**src/verilog/sdi_pkg.sv**
```systemverilog
// Package of constants and types for the serial converter input port.
package sdi_pkg;
    // Frame geometry.
    localparam int FRAME_BITS     = 24;                 // Bits in one write frame.
    localparam int DATA_BITS      = 16;                 // Converter code width.
    localparam int MODE_HIGH_POS  = 17;                 // Position of mode_bit_high in the frame.
    localparam int MODE_LOW_POS   = 16;                 // Position of mode_bit_low in the frame.
    localparam int COUNT_WIDTH    = 5;                  // Width of the bit counter.
    // Values after reset.
    localparam logic [15:0] CODE_RESET = 16'h0000;      // Zero scale until a valid write.
    localparam logic [1:0]  MODE_RESET = 2'h0;          // Normal operation after reset.
    localparam logic [15:0] CODE_ZERO  = 16'h0000;      // Zero-scale code.
    localparam logic [15:0] CODE_FULL  = 16'hFFFF;      // Full-scale code.
    // Host timing limits; the bench host model paces frames with its own fixed cycle counts.
    localparam int CLOCK_PERIOD_NS   = 8;               // System clock period.
    localparam int SELECT_HIGH_NS    = 33;              // Least idle time of frame select between frames.
    localparam int SELECT_HIGH_CYC   = (SELECT_HIGH_NS + CLOCK_PERIOD_NS - 1) / CLOCK_PERIOD_NS;
    localparam int LINK_MAX_MHZ      = 30;              // Fastest serial clock the host may use.
    // Buffer sizing.
    localparam int FIFO_DEPTH = 8;                      // Words held between link and converter.
    localparam int WORD_BITS  = 18;                     // Mode plus code per buffered word.
    // Operating modes decoded from the two mode bits.
    typedef enum logic [1:0] {
        SDI_MODE_NORMAL    = 2'h0,
        SDI_MODE_PD_1K     = 2'h1,
        SDI_MODE_PD_100K   = 2'h2,
        SDI_MODE_PD_TRISTATE = 2'h3
    } sdi_mode_type;
endpackage : sdi_pkg

```
**src/verilog/sdi_fifo.sv**
```systemverilog
// Small synchronous FIFO in flip-flops with valid and ready on both sides.
`timescale 1ns/10ps
module sdi_fifo #(
    parameter int WIDTH = 18,
    parameter int DEPTH = 8
) (
    input  wire logic             clock,
    input  wire logic             nrst,
    input  wire logic [WIDTH-1:0] inData,
    input  wire logic             inValid,
    output logic                  inReady,
    output logic      [WIDTH-1:0] outData,
    output logic                  outValid,
    input  wire logic             outReady
);
    localparam int AW = $clog2(DEPTH);

    logic [WIDTH-1:0] store [DEPTH];   // Word storage.
    logic [AW-1:0]    writePtr;        // Next slot to fill.
    logic [AW-1:0]    readPtr;         // Oldest slot.
    logic [AW:0]      fill;            // Words held.

    wire doPush = inValid && inReady;  // A word enters.
    wire doPop  = outValid && outReady; // A word leaves.

    assign inReady  = (fill != (AW+1)'(DEPTH));
    assign outValid = (fill != '0);
    assign outData  = store[readPtr];

    // Pointers and count; push and pop may happen in the same cycle.
    always_ff @(posedge clock or negedge nrst) begin
        if (!nrst) begin
            writePtr <= '0;
            readPtr  <= '0;
            fill     <= '0;
        end else begin
            if (doPush) begin
                writePtr <= (writePtr == AW'(DEPTH - 1)) ? '0 : writePtr + 1'b1;
            end
            if (doPop) begin
                readPtr <= (readPtr == AW'(DEPTH - 1)) ? '0 : readPtr + 1'b1;
            end
            fill <= fill + (AW+1)'(doPush) - (AW+1)'(doPop);
        end
    end

    // Storage has no reset; only filled slots are ever read.
    always_ff @(posedge clock) begin
        if (doPush) begin
            store[writePtr] <= inData;
        end
    end
endmodule : sdi_fifo

```
**src/verilog/sdi_serial_port.sv**
```systemverilog
// Serial write-only input port: frame capture, abort, mode and code update.
`timescale 1ns/10ps
////////////////////////////////////////////////////////////////////////////////
// Operation
// - Shift only while frame select is low.
// - Sample data on falling serial clock edges.
// - Shift register holds twenty-four bits.
// - Update code after twenty-fourth edge.
// - Early select rise aborts; nothing changes.
// - Code is straight binary, zero to full.
// - MSB first: six ignored, two mode, sixteen data.
// - Mode bits: normal, 1k, 100k, three-state.
// - Code kept unchanged during power-down; power-down frames here still load it.
module sdi_serial_port
    import sdi_pkg::*;
#(
    parameter int FIFO_DEPTH_P = sdi_pkg::FIFO_DEPTH
) (
    input  wire logic                 clock,
    input  wire logic                 nrst,
    input  wire logic                 frameSelectN,
    input  wire logic                 serialClock,
    input  wire logic                 serialData,
    output logic [15:0]               converterCode,
    output sdi_pkg::sdi_mode_type     operatingMode,
    output logic                      powerDown,
    output logic                      updateStrobe,
    output logic                      frameAborted
);
    import sdi_pkg::*;

    ////////////////////////////////////////////////////////////////////////////////
    // Pin synchronisers. The link clock is only a sampled input here, so the
    // 30 MHz ceiling keeps each serial level at least two system cycles wide.

    logic [1:0] selSync;               // Frame select, two stages.
    logic [1:0] sclkSync;              // Serial clock, two stages.
    logic [1:0] dinSync;               // Serial data, two stages.
    logic       selPrev;               // Previous synchronised select.
    logic       sclkPrev;              // Previous synchronised serial clock.

    // Two flops per pin before any logic reads it.
    always_ff @(posedge clock or negedge nrst) begin
        if (!nrst) begin
            selSync  <= 2'b11;
            sclkSync <= 2'b11;                          // Idle level of the serial clock, so no false edge.
            dinSync  <= 2'b00;
        end else begin
            selSync  <= {selSync[0], frameSelectN};
            sclkSync <= {sclkSync[0], serialClock};
            dinSync  <= {dinSync[0], serialData};
        end
    end

    // History for edge detection, fed only from the second stage.
    always_ff @(posedge clock or negedge nrst) begin
        if (!nrst) begin
            selPrev  <= 1'b1;
            sclkPrev <= 1'b1;                           // Matches the synchroniser's reset level.
        end else begin
            selPrev  <= selSync[1];
            sclkPrev <= sclkSync[1];
        end
    end

    ////////////////////////////////////////////////////////////////////////////////
    // Edge decode and frame state.

    wire selLow     = !selSync[1];                       // Frame active level.
    wire selRise    = selSync[1] && !selPrev;            // Select went high.
    wire sclkFall   = sclkPrev && !sclkSync[1];          // Falling serial clock edge.

    // States of the frame tracker.
    typedef enum logic [1:0] {
        ST_IDLE,
        ST_SHIFT,
        ST_DONE
    } sdi_frame_type;

    sdi_frame_type          state;                        // Current frame state.
    sdi_frame_type          next_state;                   // Next frame state.
    logic [FRAME_BITS-1:0]  shiftReg;                     // Input shift register.
    logic [COUNT_WIDTH-1:0] bitCount;                     // Falling edges seen this frame.

    wire lastEdge   = sclkFall && (bitCount == COUNT_WIDTH'(FRAME_BITS - 1));
    wire doShift    = selLow && sclkFall && (state == ST_SHIFT);
    wire frameDone  = doShift && lastEdge;
    wire abortSeen  = selRise && (state == ST_SHIFT);

    // Completed word, MSB first; top six bits are ignored.
    wire [FRAME_BITS-1:0]   fullWord  = {shiftReg[FRAME_BITS-2:0], dinSync[1]};
    wire [1:0]              wordMode  = {fullWord[MODE_HIGH_POS], fullWord[MODE_LOW_POS]};
    wire [DATA_BITS-1:0]    wordCode  = fullWord[DATA_BITS-1:0];

    // Next-state decode. A frame starts when select is seen low from idle; any
    // time select is high the tracker returns to idle.
    always_comb begin
        next_state = state;
        case (state)
            ST_IDLE: begin
                if (selLow) begin
                    next_state = ST_SHIFT;
                end
            end
            ST_SHIFT: begin
                if (!selLow) begin
                    next_state = ST_IDLE;
                end else if (frameDone) begin
                    next_state = ST_DONE;
                end
            end
            ST_DONE: begin
                // Extra edges after the 24th are ignored until select rises.
                if (!selLow) begin
                    next_state = ST_IDLE;
                end
            end
            default: begin
                next_state = ST_IDLE;
            end
        endcase
    end

    // State register.
    always_ff @(posedge clock or negedge nrst) begin
        if (!nrst) begin
            state <= ST_IDLE;
        end else begin
            state <= next_state;
        end
    end

    // Shift register and counter; both cleared whenever select is high.
    always_ff @(posedge clock or negedge nrst) begin
        if (!nrst) begin
            shiftReg <= '0;
            bitCount <= '0;
        end else if (!selLow) begin
            shiftReg <= '0;
            bitCount <= '0;
        end else if (doShift) begin
            shiftReg <= fullWord;
            bitCount <= bitCount + 1'b1;
        end
    end

    ////////////////////////////////////////////////////////////////////////////////
    // Buffer between the frame decoder and the converter register. It decouples
    // capture from apply; the apply side drains one word a cycle, so it never
    // stalls in practice, but a full buffer would drop the word, which a 24-edge
    // frame cannot cause.

    logic                 pushReady;                      // Buffer has room.
    logic [WORD_BITS-1:0] popWord;                        // Oldest captured word.
    logic                 popValid;                       // A captured word waits.

    sdi_fifo #(
        .WIDTH (WORD_BITS),
        .DEPTH (FIFO_DEPTH_P)
    ) u_fifo (
        .clock    (clock),
        .nrst     (nrst),
        .inData   ({wordMode, wordCode}),
        .inValid  (frameDone && pushReady),
        .inReady  (pushReady),
        .outData  (popWord),
        .outValid (popValid),
        .outReady (1'b1)
    );

    ////////////////////////////////////////////////////////////////////////////////
    // Converter register and mode. Only whole frames reach here, so an abort
    // leaves both untouched. The code is stored even in power-down and is kept
    // across it; power-down only gates the analogue stage.

    wire [1:0]           applyMode = popWord[WORD_BITS-1:DATA_BITS];
    wire [DATA_BITS-1:0] applyCode = popWord[DATA_BITS-1:0];

    // Apply the oldest buffered word.
    always_ff @(posedge clock or negedge nrst) begin
        if (!nrst) begin
            converterCode <= CODE_RESET;
            operatingMode <= sdi_mode_type'(MODE_RESET);
            powerDown     <= 1'b0;
        end else if (popValid) begin
            converterCode <= applyCode;
            operatingMode <= sdi_mode_type'(applyMode);
            powerDown     <= (applyMode != 2'h0);
        end
    end

    // One-cycle strobes: update applied, frame aborted.
    always_ff @(posedge clock or negedge nrst) begin
        if (!nrst) begin
            updateStrobe <= 1'b0;
            frameAborted <= 1'b0;
        end else begin
            updateStrobe <= popValid;
            frameAborted <= abortSeen;
        end
    end
endmodule : sdi_serial_port

```
**config.mk**
```make
export PLATFORM = sky130hd
export DESIGN_NAME = sdi_serial_port
export DESIGN_NICKNAME = d
export VERILOG_FILES = /design/src/verilog/sdi_pkg.sv /design/src/verilog/sdi_fifo.sv /design/src/verilog/sdi_serial_port.sv
export SDC_FILE = /design/constraint.sdc
export NUM_CORES = 1
export LEC_CHECK = 0
export BUFFER_PORTS_ARGS = -buffer_cell sky130_fd_sc_hd__buf_2
export CAP_MARGIN = 20
export CORE_AREA = 2 2 132 134
export CTS_CLUSTER_DIAMETER = 80
export DETAILED_ROUTE_END_ITERATION = 10
export DIE_AREA = 0 0 134 136
export PLACE_DENSITY = 0.71
export SETUP_SLACK_MARGIN = 0.02
export SYNTH_ARGS = -nofsm -noshare
export SYNTH_HDL_FRONTEND = slang
export SYNTH_SLANG_ARGS = --single-unit
```
**constraint.sdc**
```tcl
create_clock -name clock -period 8.2 [get_ports clock]
set_input_delay 0 -clock clock [delete_from_list [all_inputs] [get_ports clock]]
set_output_delay 0 -clock clock [all_outputs]
set_load 0.005 [all_outputs]
```
## Word-level counts from Yosys, hierarchy flattened

Memory sizes are Yosys's and may differ from the RTL's.
Index checks and enable logic that the tools add are counted.

| cells by class | value |
|---|---|
| add/sub/neg operators | 5 |
| multipliers | 0 |
| divide/modulo/power cells | 0 |
| magnitude comparators | 0 |
| eq/ne operators | 9 |
| shift-type cells | 0 |
| multiplexer cells | 13 |
| bitwise operators | 0 |
| reductions and logical operators | 17 |

Operators by type and width:

| operator | count |
|---|---|
| 17-bit 2-to-1 mux | 2 |
| 5-bit 2-to-1 mux | 2 |
| 1-bit logical AND | 9 |
| 2-bit 2-to-1 mux | 4 |
| 3-bit by 1-bit adder with 3-bit output, second input constant | 2 |
| 3-bit == test, second input constant | 2 |
| 3-bit 2-to-1 mux | 2 |
| 2-bit one-hot mux with 3 select lines | 1 |
| 5-bit by 1-bit adder with 5-bit output, second input constant | 1 |
| 5-bit == test, second input constant | 1 |
| 4-bit by 1-bit adder with 4-bit output | 1 |
| 2-bit != test, second input constant | 2 |
| 4-bit != test, second input constant | 1 |
| 2-bit nonzero test | 2 |
| 4-bit nonzero test | 1 |
| 4-bit by 1-bit subtractor with 4-bit output | 1 |
| 1-bit logical NOT | 3 |
| 3-bit != test, second input constant | 1 |
| 3-bit AND reduction | 1 |
| 2-bit by 1-bit == test with 1-bit output, second input constant | 1 |
| 2-bit == test, second input constant | 1 |
| 2-bit logical NOT | 1 |
| 1-bit 2-to-1 mux | 2 |

| storage, ports and cells | value |
|---|---|
| register bits after elaboration | 63 |
| bits in latches | 0 |
| RAM bits | 144 |
| memory bits (read-only) | 0 |
| bits of input ports | 5 |
| output and inout port bits | 21 |
| logic and storage cells | 61 |
| memories | 1 |

Memories:

| name | depth | width | rd ports | clocked after Yosys merged registers in | write ports | line | source |
|---|---|---|---|---|---|---|---|
| u_fifo.store | 8 | 18 | 1 | 0 | 1 | sdi_fifo.sv:18 | `logic [WIDTH-1:0] store [DEPTH];` |

## Depth between registers and ports, before layout

Gate-level depths: netlist of run 1.

| depth | value |
|---|---|
| word-level depth | 9 |
| depth in mapped cells | 11 |
| gate-level depth less buffers | 9 |

## By module

From an unflattened synthesis of run 1, not the netlist that was laid out.

| second synthesis, totals | value |
|---|---|
| cells, all modules | 427 |
| area total of the unflattened synthesis | 8170.3 um^2 |

Modules (own cells, without submodules):

| module | instances | cells each | area an instance (um^2) |
|---|---|---|---|
| sdi_fifo | 1 | 265 | 6152.2 |
| sdi_serial_port | 1 | 162 | 2018.2 |

## Least setup slack after synthesis of run 1

Ideal clock, no wire load.

| path | value |
|---|---|
| kind | flip-flop to flip-flop |
| start | reg sclkPrev |
| end | mem u_fifo.store[1][0] (enable) |
| library setup time | 0.439 ns |
| arrival | 3.221 ns |
| data required time | 7.761 ns |
| path slack | 4.540 ns |
| cell stages (with the launch flop) | 6 |
| clock period less this slack | 3.660 ns |
| path through | dfstp_2 > nand4bb_1 > buf_2 > or4_4 > buf_6 > nor4_1 |

| between the ends | value |
|---|---|
| word-level cells in the longest chain between the ends | 8 |
| elaborated cells on any way between the ends | 9 |

RTL lines:

| item | line | source |
|---|---|---|
| from (decl) | sdi_serial_port.sv:40 | `logic sclkPrev;` |
| from (signal assigned) | sdi_serial_port.sv:62 | `sclkPrev <= sclkSync[1];` |
| 1-bit logical AND (*) | sdi_serial_port.sv:71 | `wire sclkFall = sclkPrev && !sclkSync[1];` |
| 1-bit logical AND (2 in series) | sdi_serial_port.sv:86 | `wire doShift = selLow && sclkFall && (state == ST_SHIFT);` |
| 1-bit logical AND (*) | sdi_serial_port.sv:87 | `wire frameDone = doShift && lastEdge;` |
| 1-bit logical AND (*) | sdi_serial_port.sv:164 | `.inValid (frameDone && pushReady),` |
| 1-bit logical AND (*) | sdi_fifo.sv:23 | `wire doPush = inValid && inReady;` |
| 1-bit 2-to-1 mux (*) | sdi_fifo.sv:49 | `if (doPush) begin` |
| 1-bit 2-to-1 mux (implied by the code) (*) | sdi_fifo.sv:50 | `store[writePtr] <= inData;` |
| to (decl) | sdi_fifo.sv:18 |  |

Every way passes the cells marked *; elsewhere a longest branch is shown, timed or not.

## Final worst setup path of run 1

| path | value |
|---|---|
| start | reg u_fifo.fill[2] |
| end | reg u_fifo.fill[1] |

| between the ends | value |
|---|---|
| word-level cells in the longest chain between the ends | 5 |
| elaborated cells on any way between the ends | 6 |

RTL lines:

| item | line | source |
|---|---|---|
| from (decl) | sdi_fifo.sv:21 | `logic [AW:0] fill;` |
| from (signal assigned) | sdi_fifo.sv:43 | `fill <= fill + (AW+1)'(doPush) - (AW+1)'(doPop);` |
| 4-bit != test | sdi_fifo.sv:26 | `assign inReady = (fill != (AW+1)'(DEPTH));` |
| 1-bit logical AND | sdi_serial_port.sv:164 |  |
| 1-bit logical AND | sdi_fifo.sv:23 |  |
| 4-bit by 1-bit adder with 4-bit output | sdi_fifo.sv:43 |  |
| 4-bit by 1-bit subtractor with 4-bit output (*) | sdi_fifo.sv:43 |  |

Marked as above.
A chain may end at the register's enable or synchronous reset.

==> results of run 1 <==
[Yosys cell counts]
master | number | share of area [%]
edfxtp_1 | 144 | 54
dfrtp_1 | 57 | 18
mux4_2 | 36 | 10
a21oi_1 | 22 | 1.4
nor2_1 | 22 | 1.0
a21o_1 | 19 | 1.8
mux2i_1 | 19 | 2.4
and3b_1 | 18 | 2.0
clkbuf_1 | 15 | 0.70
inv_1 | 12 | 0.56
ha_1 | 11 | 1.7
nor4_1 | 9 | 0.70
buf_2 | 6 | 0.37
dfstp_2 | 6 | 2.0
mux2_2 | 4 | 0.56
nand2b_1 | 3 | 0.23
o31ai_1 | 3 | 0.28
or4_1 | 3 | 0.28
nand3_1 | 2 | 0.12
nand3b_1 | 2 | 0.19
nor3b_1 | 2 | 0.19
o21ai_0 | 2 | 0.12
o41ai_1 | 2 | 0.22
a31oi_1 | 1 | 0.078
buf_1 | 1 | 0.047
buf_4 | 1 | 0.093
buf_6 | 1 | 0.14
fa_1 | 1 | 0.25
nand2_1 | 1 | 0.047
nand4b_1 | 1 | 0.11
nand4bb_1 | 1 | 0.14
nor2b_1 | 1 | 0.078
nor4bb_1 | 1 | 0.12
or2_2 | 1 | 0.078
or2b_1 | 1 | 0.093
or3b_2 | 1 | 0.11
or4_4 | 1 | 0.14
xnor2_1 | 1 | 0.11
xor2_1 | 1 | 0.11
[cells by family (layout without fill, tap and decap cells)]
| kind of cell | after synthesis | after routing | synth area share [%] |
|---|---|---|---|
| AO/OA/AOI/OAI | 49 | 49 | 3.84 |
| XOR/XNOR | 2 | 2 | 0.218 |
| adder cells (fa/ha/maj) | 12 | 12 | 1.96 |
| buffers and inverters | 36 | 94 | 1.91 |
| flip-flops | 207 | 207 | 73.4 |
| multiplexers | 59 | 59 | 13.0 |
| AND/OR/NAND/NOR | 70 | 70 | 5.62 |
[flip-flops by register name (all words and copies together), names as in the netlist]
register	cells
sclkSync	2
shiftReg	17
u_fifo.fill	4
dinSync	2
u_fifo.writePtr	3
operatingMode	2
state	2
selPrev	1
sclkPrev	1
u_fifo.store	144
powerDown	1
u_fifo.readPtr	3
selSync	2
converterCode	16
updateStrobe	1
bitCount	5
frameAborted	1
[final cells by class]
| type | count | area, µm² | area share (%) |
|---|---|---|---|
| Clock buffer | 31 | 636 | 6.88 |
| Clock inverter | 9 | 71.3 | 0.772 |
| Inverter | 12 | 45.0 | 0.487 |
| Multi-Input combinational cell | 192 | 2040 | 22.0 |
| Sequential cell | 207 | 5910 | 63.9 |
| Tap cell | 225 | 282 | 3.05 |
| Timing Repair Buffer | 42 | 263 | 2.84 |
[cells in the final DEF (no fill, tap or decap), types with 4 or more instances in the layout]
cell             n
a21o_1          19
mux2_2           4
clkbuf_16       23
dfrtp_1         55
buf_2           25
clkbuf_1         5
a21oi_1         22
inv_1           12
dfstp_2          6
mux2i_1         19
nor2_1          22
clkinv_1         4
and3b_1         18
edfxtp_1       144
mux4_2          36
ha_1            11
dlygate4sd3_1    4
buf_4           13
nor4_2           8
[per-stage QoR]
stage               setup WS [ns]  cell area [µm²]  hold slack [ns]
floorplan                    4.54             8040           -0.296
global placement             5.56             8490            0.105
detailed placement           5.45             8490            0.106
CTS                          5.45             9240            0.122
global route                 5.31             9240            0.137
finish                       5.45             9240            0.143
[timing repair]
item | in CTS | in global routing
hold buffers | 4 | 0
buffers inserted | 0 | 0
hold endpoints to repair | 60 | 0
[critical path, delay by kind of cell (launching register included)]
kind | cells | cell delay (ns)
buf+inv | 4 | 0.27
simple gates | 1 | 0.79
fa+ha+maj | 4 | 1.23
flops | 1 | 0.36
[worst paths after layout]
kind                                endpoint  cells after the start  slack [ns]            from
max in group asynchronous  u_fifo.readPtr[1]                      3        7.38            nrst
max reg2reg                   u_fifo.fill[1]                      9        5.45  u_fifo.fill[2]
max                           u_fifo.fill[1]                      9        5.45  u_fifo.fill[2]
min reg2reg                       dinSync[1]                      0        0.35      dinSync[0]
min in group asynchronous       frameAborted                      3        0.23            nrst
min                              sclkSync[0]                      2        0.14     serialClock
[layer usage]
metal	wire, µm	share of wire, %
met5	0	0
met4	294	2.0
met3	865	5.8
met2	7460	50
met1	6170	42
[power groups by stage]
stage / Clock (mW) / Combinational (mW) / Sequential [mW]
floorplan: 0 / 0.00531 / 1.14
global placement: 0 / 0.0123 / 1.14
detailed placement: 0 / 0.0127 / 1.14
CTS: 0.978 / 0.0142 / 1.12
global route: 1.02 / 0.0158 / 1.12
finish: 0.960 / 0.0138 / 1.12
==> metrics.txt, run 1 <==
Clock Power Share=~46%; combinational share of power=less than 1%; CTS tree=yes; Flop pwr share=around 53%; busiest layer in global routing=met2; met3 usage=under 10%; Worst path max stage delay=around 0.79 ns; Unique masters post-synth=39; filler instances=1,281; I/O Buffers=25; crit path DAT=about 3.1 ns; Net Sw Frac=19.2%; Switch Pwr=approximately 0.40 mW; Final Wtd Congestion=about 0.71; fin crit period=2.75 ns; antenna cells=0; Worst Tran Pin Value=around 0.99 ns; GR Util met1=a little under a quarter; H-tree level count=1; Crit path top cell by count=inv_1; dpl hpwl=8250 µm; GRT Util Overall=16.8%; Worst Setup Path Type=flip-flop to flip-flop; TritonCTS Buffers=22; Final Core Density=54.8%; Critical Path End Type=flip-flop; internal power=1.69 mW; DRT iter0 DRCs=375; GRT Residual Overflow=0; antenna violations before repair=0; number of global-route vias before repair=approximately 4,200; max-cap violations=0; final worst-path cycle share=between 30% and 40%; clk buf depth=3; Cells after DPL=just under 700; status=finished clean; crit path max fanout=between 40 and 50; Core ar.=about 17,000 µm²; Final Slew Violations=0; final WL=between 10,000 and 15,000 µm; Starting Density=47.7%; met2 usage=~29%; wire per inst=roughly 21 µm; CP cell instances=inv_1 -> ha_1 -> or3b_2 -> ha_1 -> inv_1 -> ha_1 -> inv_1 -> fa_1 -> inv_1; syn_nets=between 400 and 500; power density over the cells=roughly 230 nW/µm²; Final setup viols=0; first-pass GRT wire length=around 23,000 µm; Syn Area/Cell=approximately 18 µm²; num ports=26; Post-DRT Antenna Nets=0; Ys Warns=0; detailed-route via count=between 3,000 and 4,000; total power=roughly 2.1 mW; setup TNS=0 ns; Seq cells post-synth=approximately 210; Seq/Total Area, Yosys=about three quarters; die area=between 15,000 and 20,000 µm²; CTS Sinks=between 200 and 250; Die W=roughly 130 µm; Die H=136 µm; DR pass1 iterations=4; Fmax=approximately 360 MHz; Cell Area, Synth=between 8000 and 9000 µm²; largest net degree at the start of global routing=between 60 and 70; min-delay worst type=input pin to flip-flop; Area Growth Syn to Fin=14.9%; CP Data Required Time=roughly 8.6 ns; DRC=0; Post-Layout Cell Count=roughly 720; leakage dissipation=approximately 3.5 nW; PostCTS Resize Cnt=0; Mapped Cells=approximately 440; RSZ-0062 raised after global routing=false; # rows=48; crit path launch type=flip-flop; worst rel slew slack=33.9%; via/cell ratio=about 5.5; critical path's slowest cell=or3b_2; Worst-path clk slew=approximately 0.06 ns; peak supply drop=approximately 0.15 mV; Root Driver=clkbuf_16; Worst Skew=approximately 0.009 ns; share of cells above drive strength 1=between 20% and 30%; Clk Latency, worst-skew pair=around 0.50 ns; final hold violations=0; Final nets=roughly 490
Note: power is estimated with default switching activity, not from simulation.
==> run 2: changes to the inputs <==
Settings changed: PLACE_DENSITY 0.71 to 0.74.
Clock period 8.2 ns to 2.2 ns, I/O delays scaled along.
==> metrics.txt, run 2 (same netlist as run 1, synthesis figures left out) <==
Final setup viols=0; detailed-route via count=between 3,000 and 4,000; Critical Path End Type=flip-flop; Worst Setup Path Type=flip-flop to flip-flop; Setup Slack @ Placement=0.0119 ns; Final Wtd Congestion=about 0.74; setup ws final=around 0.021 ns; fin area=about 9600 µm²; min-delay worst type=input pin to async pin; Final Core Density=a little under three fifths; num ports=26; M1 WL=between 5000 and 6000 µm; Worst-path clk slew=roughly 0.06 ns; most frequent cells in the layout=edfxtp_1, dfrtp_1, mux4_2, buf_2, clkbuf_16; Die H=around 140 µm; antenna violations before repair=0; CP Data Required Time=~2.4 ns; Clk Latency, worst-skew pair=slightly above 0.5 ns; Top Metal Used=met4; GRT Util Overall=between 10% and 20%; Largest regs=u_fifo.store: 144 flops, shiftReg: 17 flops, converterCode: 16 flops; crit path max fanout=11; status=finished clean; number of global-route vias before repair=4,206; Root Driver=clkbuf_16; worst rel slew slack=61.3%; max reg flops=roughly 140; largest net degree at the start of global routing=44; wire per inst=19.3 µm; Starting Density=a little under half; dpl hpwl=just over 8000 µm; clk buf depth=3; H-tree level count=1; Area Growth Syn to Fin=19.4%; # rows=48; met2 routed WL=between 7000 and 8000 µm; CTS Sinks=about 210; Final Slew Violations=0; Fmax=approximately 460 MHz; TritonCTS Buffers=22; Final nets=~510; fin crit period=approximately 2.2 ns; DRT iter0 DRCs=around 250; I/O Buffers=25; Core ar.=16,900 µm²; metal3 WL=between 700 and 800 µm; Post-DRT Antenna Nets=0; final hold violations=0; crit path launch type=flip-flop; DRC=0; filler instances=between 1,000 and 1,500; antenna cells=0; share of cells above drive strength 1=between 20% and 30%; register name with the most flops=u_fifo.store; power density over the cells=between 800 and 900 nW/µm²; Die W=134 µm; die area=between 15,000 and 20,000 µm²; most common cell after layout, fill and taps aside=edfxtp_1; first-pass GRT wire length=approximately 23,000 µm; placed instance area=just under 9000 µm²; CTS tree=yes; leakage dissipation=3.62 nW; GRT Residual Overflow=0; Worst Skew=around 0.027 ns; Multi-input gate area=roughly 2100 µm²; Worst Tran Pin Value=a little under 0.6 ns; peak supply drop=between 0.6 and 0.7 mV; crit path DAT=approximately 2.4 ns; total power=between 7 and 8 mW; RSZ-0062 raised after global routing=true; final WL=around 14,000 µm; DR pass1 iterations=4; register area=around 6000 µm²; via/cell ratio=between 5 and 6; max-cap violations=0; final worst-path cycle share=between 90 and 100%
[run 2: cell types whose count changed in the layout (fill, tap and decap cells not counted), sizes merged]
cell / delta
buf: +11
bufinv: +2
clkbuf: -3
clkinv: +4
clkinvlp: -2
[run 2: repair_timing]
item,CTS,global route
cloned,0,1
setup endpoints to repair,1,51
buffers inserted,0,2
gates resized for setup,1,0
hold endpoints to repair,66,0
hold buffers,4,0
[run 2: routing by layer]
layer / up-vias / global-route usage (%)
met4: 0 / 4.91
met1: 2027 / 21.1
met2: 83 / 27.6
met5: - / 0
li1: 1824 / -
met3: 32 / 2.72
[run 2: final timing paths]
path	startpoint	to	slack, ns	cells after the start
max	sclkPrev	u_fifo.store[2][12]	0.02	6
min	nrst	state[1]	0.05	2
max reg2reg	sclkPrev	u_fifo.store[2][12]	0.02	6
min reg2reg	dinSync[0]	dinSync[1]	0.34	0
max in group asynchronous	nrst	converterCode[4]	1.51	3
min in group clock	serialClock	sclkSync[0]	0.16	2
[run 2: layout make-up]
| type | count | share of cell area (%) |
|---|---|---|
| clock inverters | 13 | 1.56 |
| well taps | 225 | 2.93 |
| multi-input cells | 192 | 22.1 |
| repair buffers | 54 | 5.29 |
| flip-flops and latches | 207 | 61.5 |
| clock buffers | 27 | 6.15 |
| inverters | 12 | 0.469 |
[run 2: power by group]
group          leakage [nW]  internal [mW]  switching (mW)
sequential             2.13           4.15         0.00856
clock                 0.363           2.27            1.43
combinational          1.13         0.0212          0.0461
total                  3.62           6.44            1.49
[run 2: stage by stage]
| step | setup TNS (ns) | hold slack, ns | instances |
|---|---|---|---|
| 2_1_floorplan | -33.85 | -0.296 | 435 |
| 3_3_place_gp | 0 | 0.0179 | 683 |
| 3_5_place_dp | 0 | 0.0323 | 683 |
| 4_1_cts | 0 | 0.0614 | 727 |
| 5_1_grt | -0.717 | 0.0907 | 730 |
| 6_report | 0 | 0.0498 | 730 |
[run 2: worst max-delay path, stage by stage (launching register included)]
cell and delay (ns):
dfstp_2 0.51, nand4bb_1 0.13, or4_4 0.51, buf_4 0.23, nor4_4 0.18, buf_4 0.19
clkbuf_16 0.16
==> run 3: changes to the inputs <==
Clock period 2.2 ns to 2 ns, I/O delays scaled along.
==> metrics.txt, run 3 (same netlist as run 1, synthesis figures left out) <==
CTS tree=yes; die area=roughly 18,000 µm²; register name with the most flops=u_fifo.store; Clk Latency, worst-skew pair=just over 0.5 ns; Switch Pwr=approximately 1.6 mW; Fmax=roughly 470 MHz; Worst-path clk slew=~0.060 ns; largest net degree at the start of global routing=44; max-cap violations=0; crit path max fanout=2; GRT Util Overall=between 10% and 20%; Critical Path End Type=flip-flop; GRT Residual Overflow=0; Worst Skew=about 0.021 ns; Final setup viols=approximately 150; most common cell after layout, fill and taps aside=edfxtp_1; fin area=9680 µm²; internal power=6.89 mW; Final nets=approximately 520; status=finished with violations; critical path's slowest cell=fa_2; Core ar.=16,900 µm²; leakage dissipation=about 3.7 nW; Setup Slack @ Placement=-0.172 ns; CTS Sinks=207; Starting Density=47.7%; DR pass1 iterations=4; crit path DAT=between 2 and 3 ns; most frequent cells in the layout=edfxtp_1, dfrtp_1, mux4_2, buf_4, buf_2; final hold violations=0; Clock Power Share=45.4%; H-tree level count=1; total power=8.53 mW; final worst-path cycle share=107%; Die W=around 130 µm; Worst Tran Pin Value=~0.47 ns; Flop pwr share=53.7%; first-pass GRT wire length=24,100 µm; Root Driver=clkbuf_16; Die H=136 µm; clk buf depth=3; share of cells above drive strength 1=slightly above 30%; CP Data Required Time=about 2.4 ns; RSZ-0062 raised after global routing=true; antenna violations before repair=0; power density over the cells=~900 nW/µm²; Final Wtd Congestion=around 0.75; crit path launch type=flip-flop; dpl hpwl=about 9000 µm; Net Sw Frac=roughly a fifth; CP delay by family, top=simple AND/OR/NAND/NOR gates; peak supply drop=between 0.6 and 0.7 mV; Final Core Density=a little under three fifths; Area Growth Syn to Fin=20.3%; I/O Buffers=25; Buf+Inv Stages, Crit Path=2; Reg2Reg Depth=7; min-delay worst type=input pin to async pin; CP cell instances=nand4bb_1 -> or4_4 -> nor2_2 -> ha_2 -> inv_1 -> fa_2 -> inv_2; Worst path max stage delay=approximately 0.52 ns; TritonCTS Buffers=22; # rows=48; Worst R2R Setup Slack=-0.13 ns; number of global-route vias before repair=~4,400; num ports=26; combinational share of power=0.9%; DRT iter0 DRCs=approximately 250; failing checks=setup timing; Largest regs=u_fifo.store: 144 flops, shiftReg: 17 flops, converterCode: 16 flops; via/cell ratio=roughly 5.5; max reg flops=about 140; r2r endpoint=u_fifo.fill[1]; Final Slew Violations=0; Worst R2R Start=sclkPrev; final WL=~15,000 µm; placed instance area=roughly 8900 µm²; fin crit period=2.13 ns; wire per inst=a little over 20 µm; detailed-route via count=just over 4,000; antenna cells=0; Post-DRT Antenna Nets=0; worst rel slew slack=68.9%; DRC=0; setup ws final=-0.132 ns; Worst Setup Path Type=flip-flop to flip-flop
==> run 3: cell count changes in the layout (fill, tap and decap cells not counted), sizes merged <==
cell         change
buf             +14
clkbuf           +1
inv              +1
dlygate4sd3      +1
bufinv           -1
clkinv           -3
clkinvlp         +1
==> run 3: cell type report <==
type	instances	area (µm²)
clock buffer	28	573
sequential	207	5910
fill	1249	7200
multi-input combinational	192	2140
inverter	12	45.0
tap	225	282
timing repair buffer	69	609
clock inverter	11	119
==> run 3: worst max path at each step <==
stage	startpoint	endpoint	slack, ns	depth (start not counted)
final	sclkPrev	u_fifo.fill[1]	-0.13	7
after global routing	u_fifo.fill[3]	u_fifo.fill[3]	-0.20	10
after CTS	sclkPrev	u_fifo.store[5][4]	-0.14	5
after detailed placement	sclkPrev	u_fifo.fill[1]	-0.17	7
after global placement	sclkPrev	u_fifo.fill[1]	-0.13	7
after floorplan	sclkPrev	u_fifo.store[1][0]	-0.45	5
==> run 3: power by group through the flow <==
stage	registers [mW]	clock network, mW	logic [mW]
after global placement	4.66	0	0.0686
after floorplan	4.66	0	0.0218
after global routing	4.57	4.12	0.0886
final	4.57	3.87	0.0767
after detailed placement	4.66	0	0.0717
after CTS	4.57	3.97	0.0801
==> run 3: stage by stage <==
stage                     TNS, ns  hold WS (ns)  instances
after floorplan            -63.20        -0.296        435
after global placement      -7.65        -0.125        696
after detailed placement   -12.36        -0.124        696
after CTS                  -14.08        0.0602        741
after global routing       -18.08        0.0874        744
final                       -6.20        0.0614        744
==> run 3: per-layer routing <==
layer	routed length (µm)	track usage (%)
met5	0	0
met2	7720	30.0
met4	294	4.79
met1	6250	22.9
met3	799	3.02
==> run 3: worst register-to-register path, delay by kind of cell, from the launching register on <==
family | cells | cell delay [ns]
adder cells (fa/ha/maj) | 2 | 0.71
buffers and inverters | 2 | 0.09
flip-flops | 1 | 0.51
AND/OR/NAND/NOR | 3 | 0.73
==> run 3: timing repair <==
item	CTS	global route
hold buffers	5	0
setup buffers	1	2
resized for setup	4	2
endpoints found under the hold margin	52	0
pin swaps	1	3
setup endpoints to repair	146	147
gates cloned	0	1
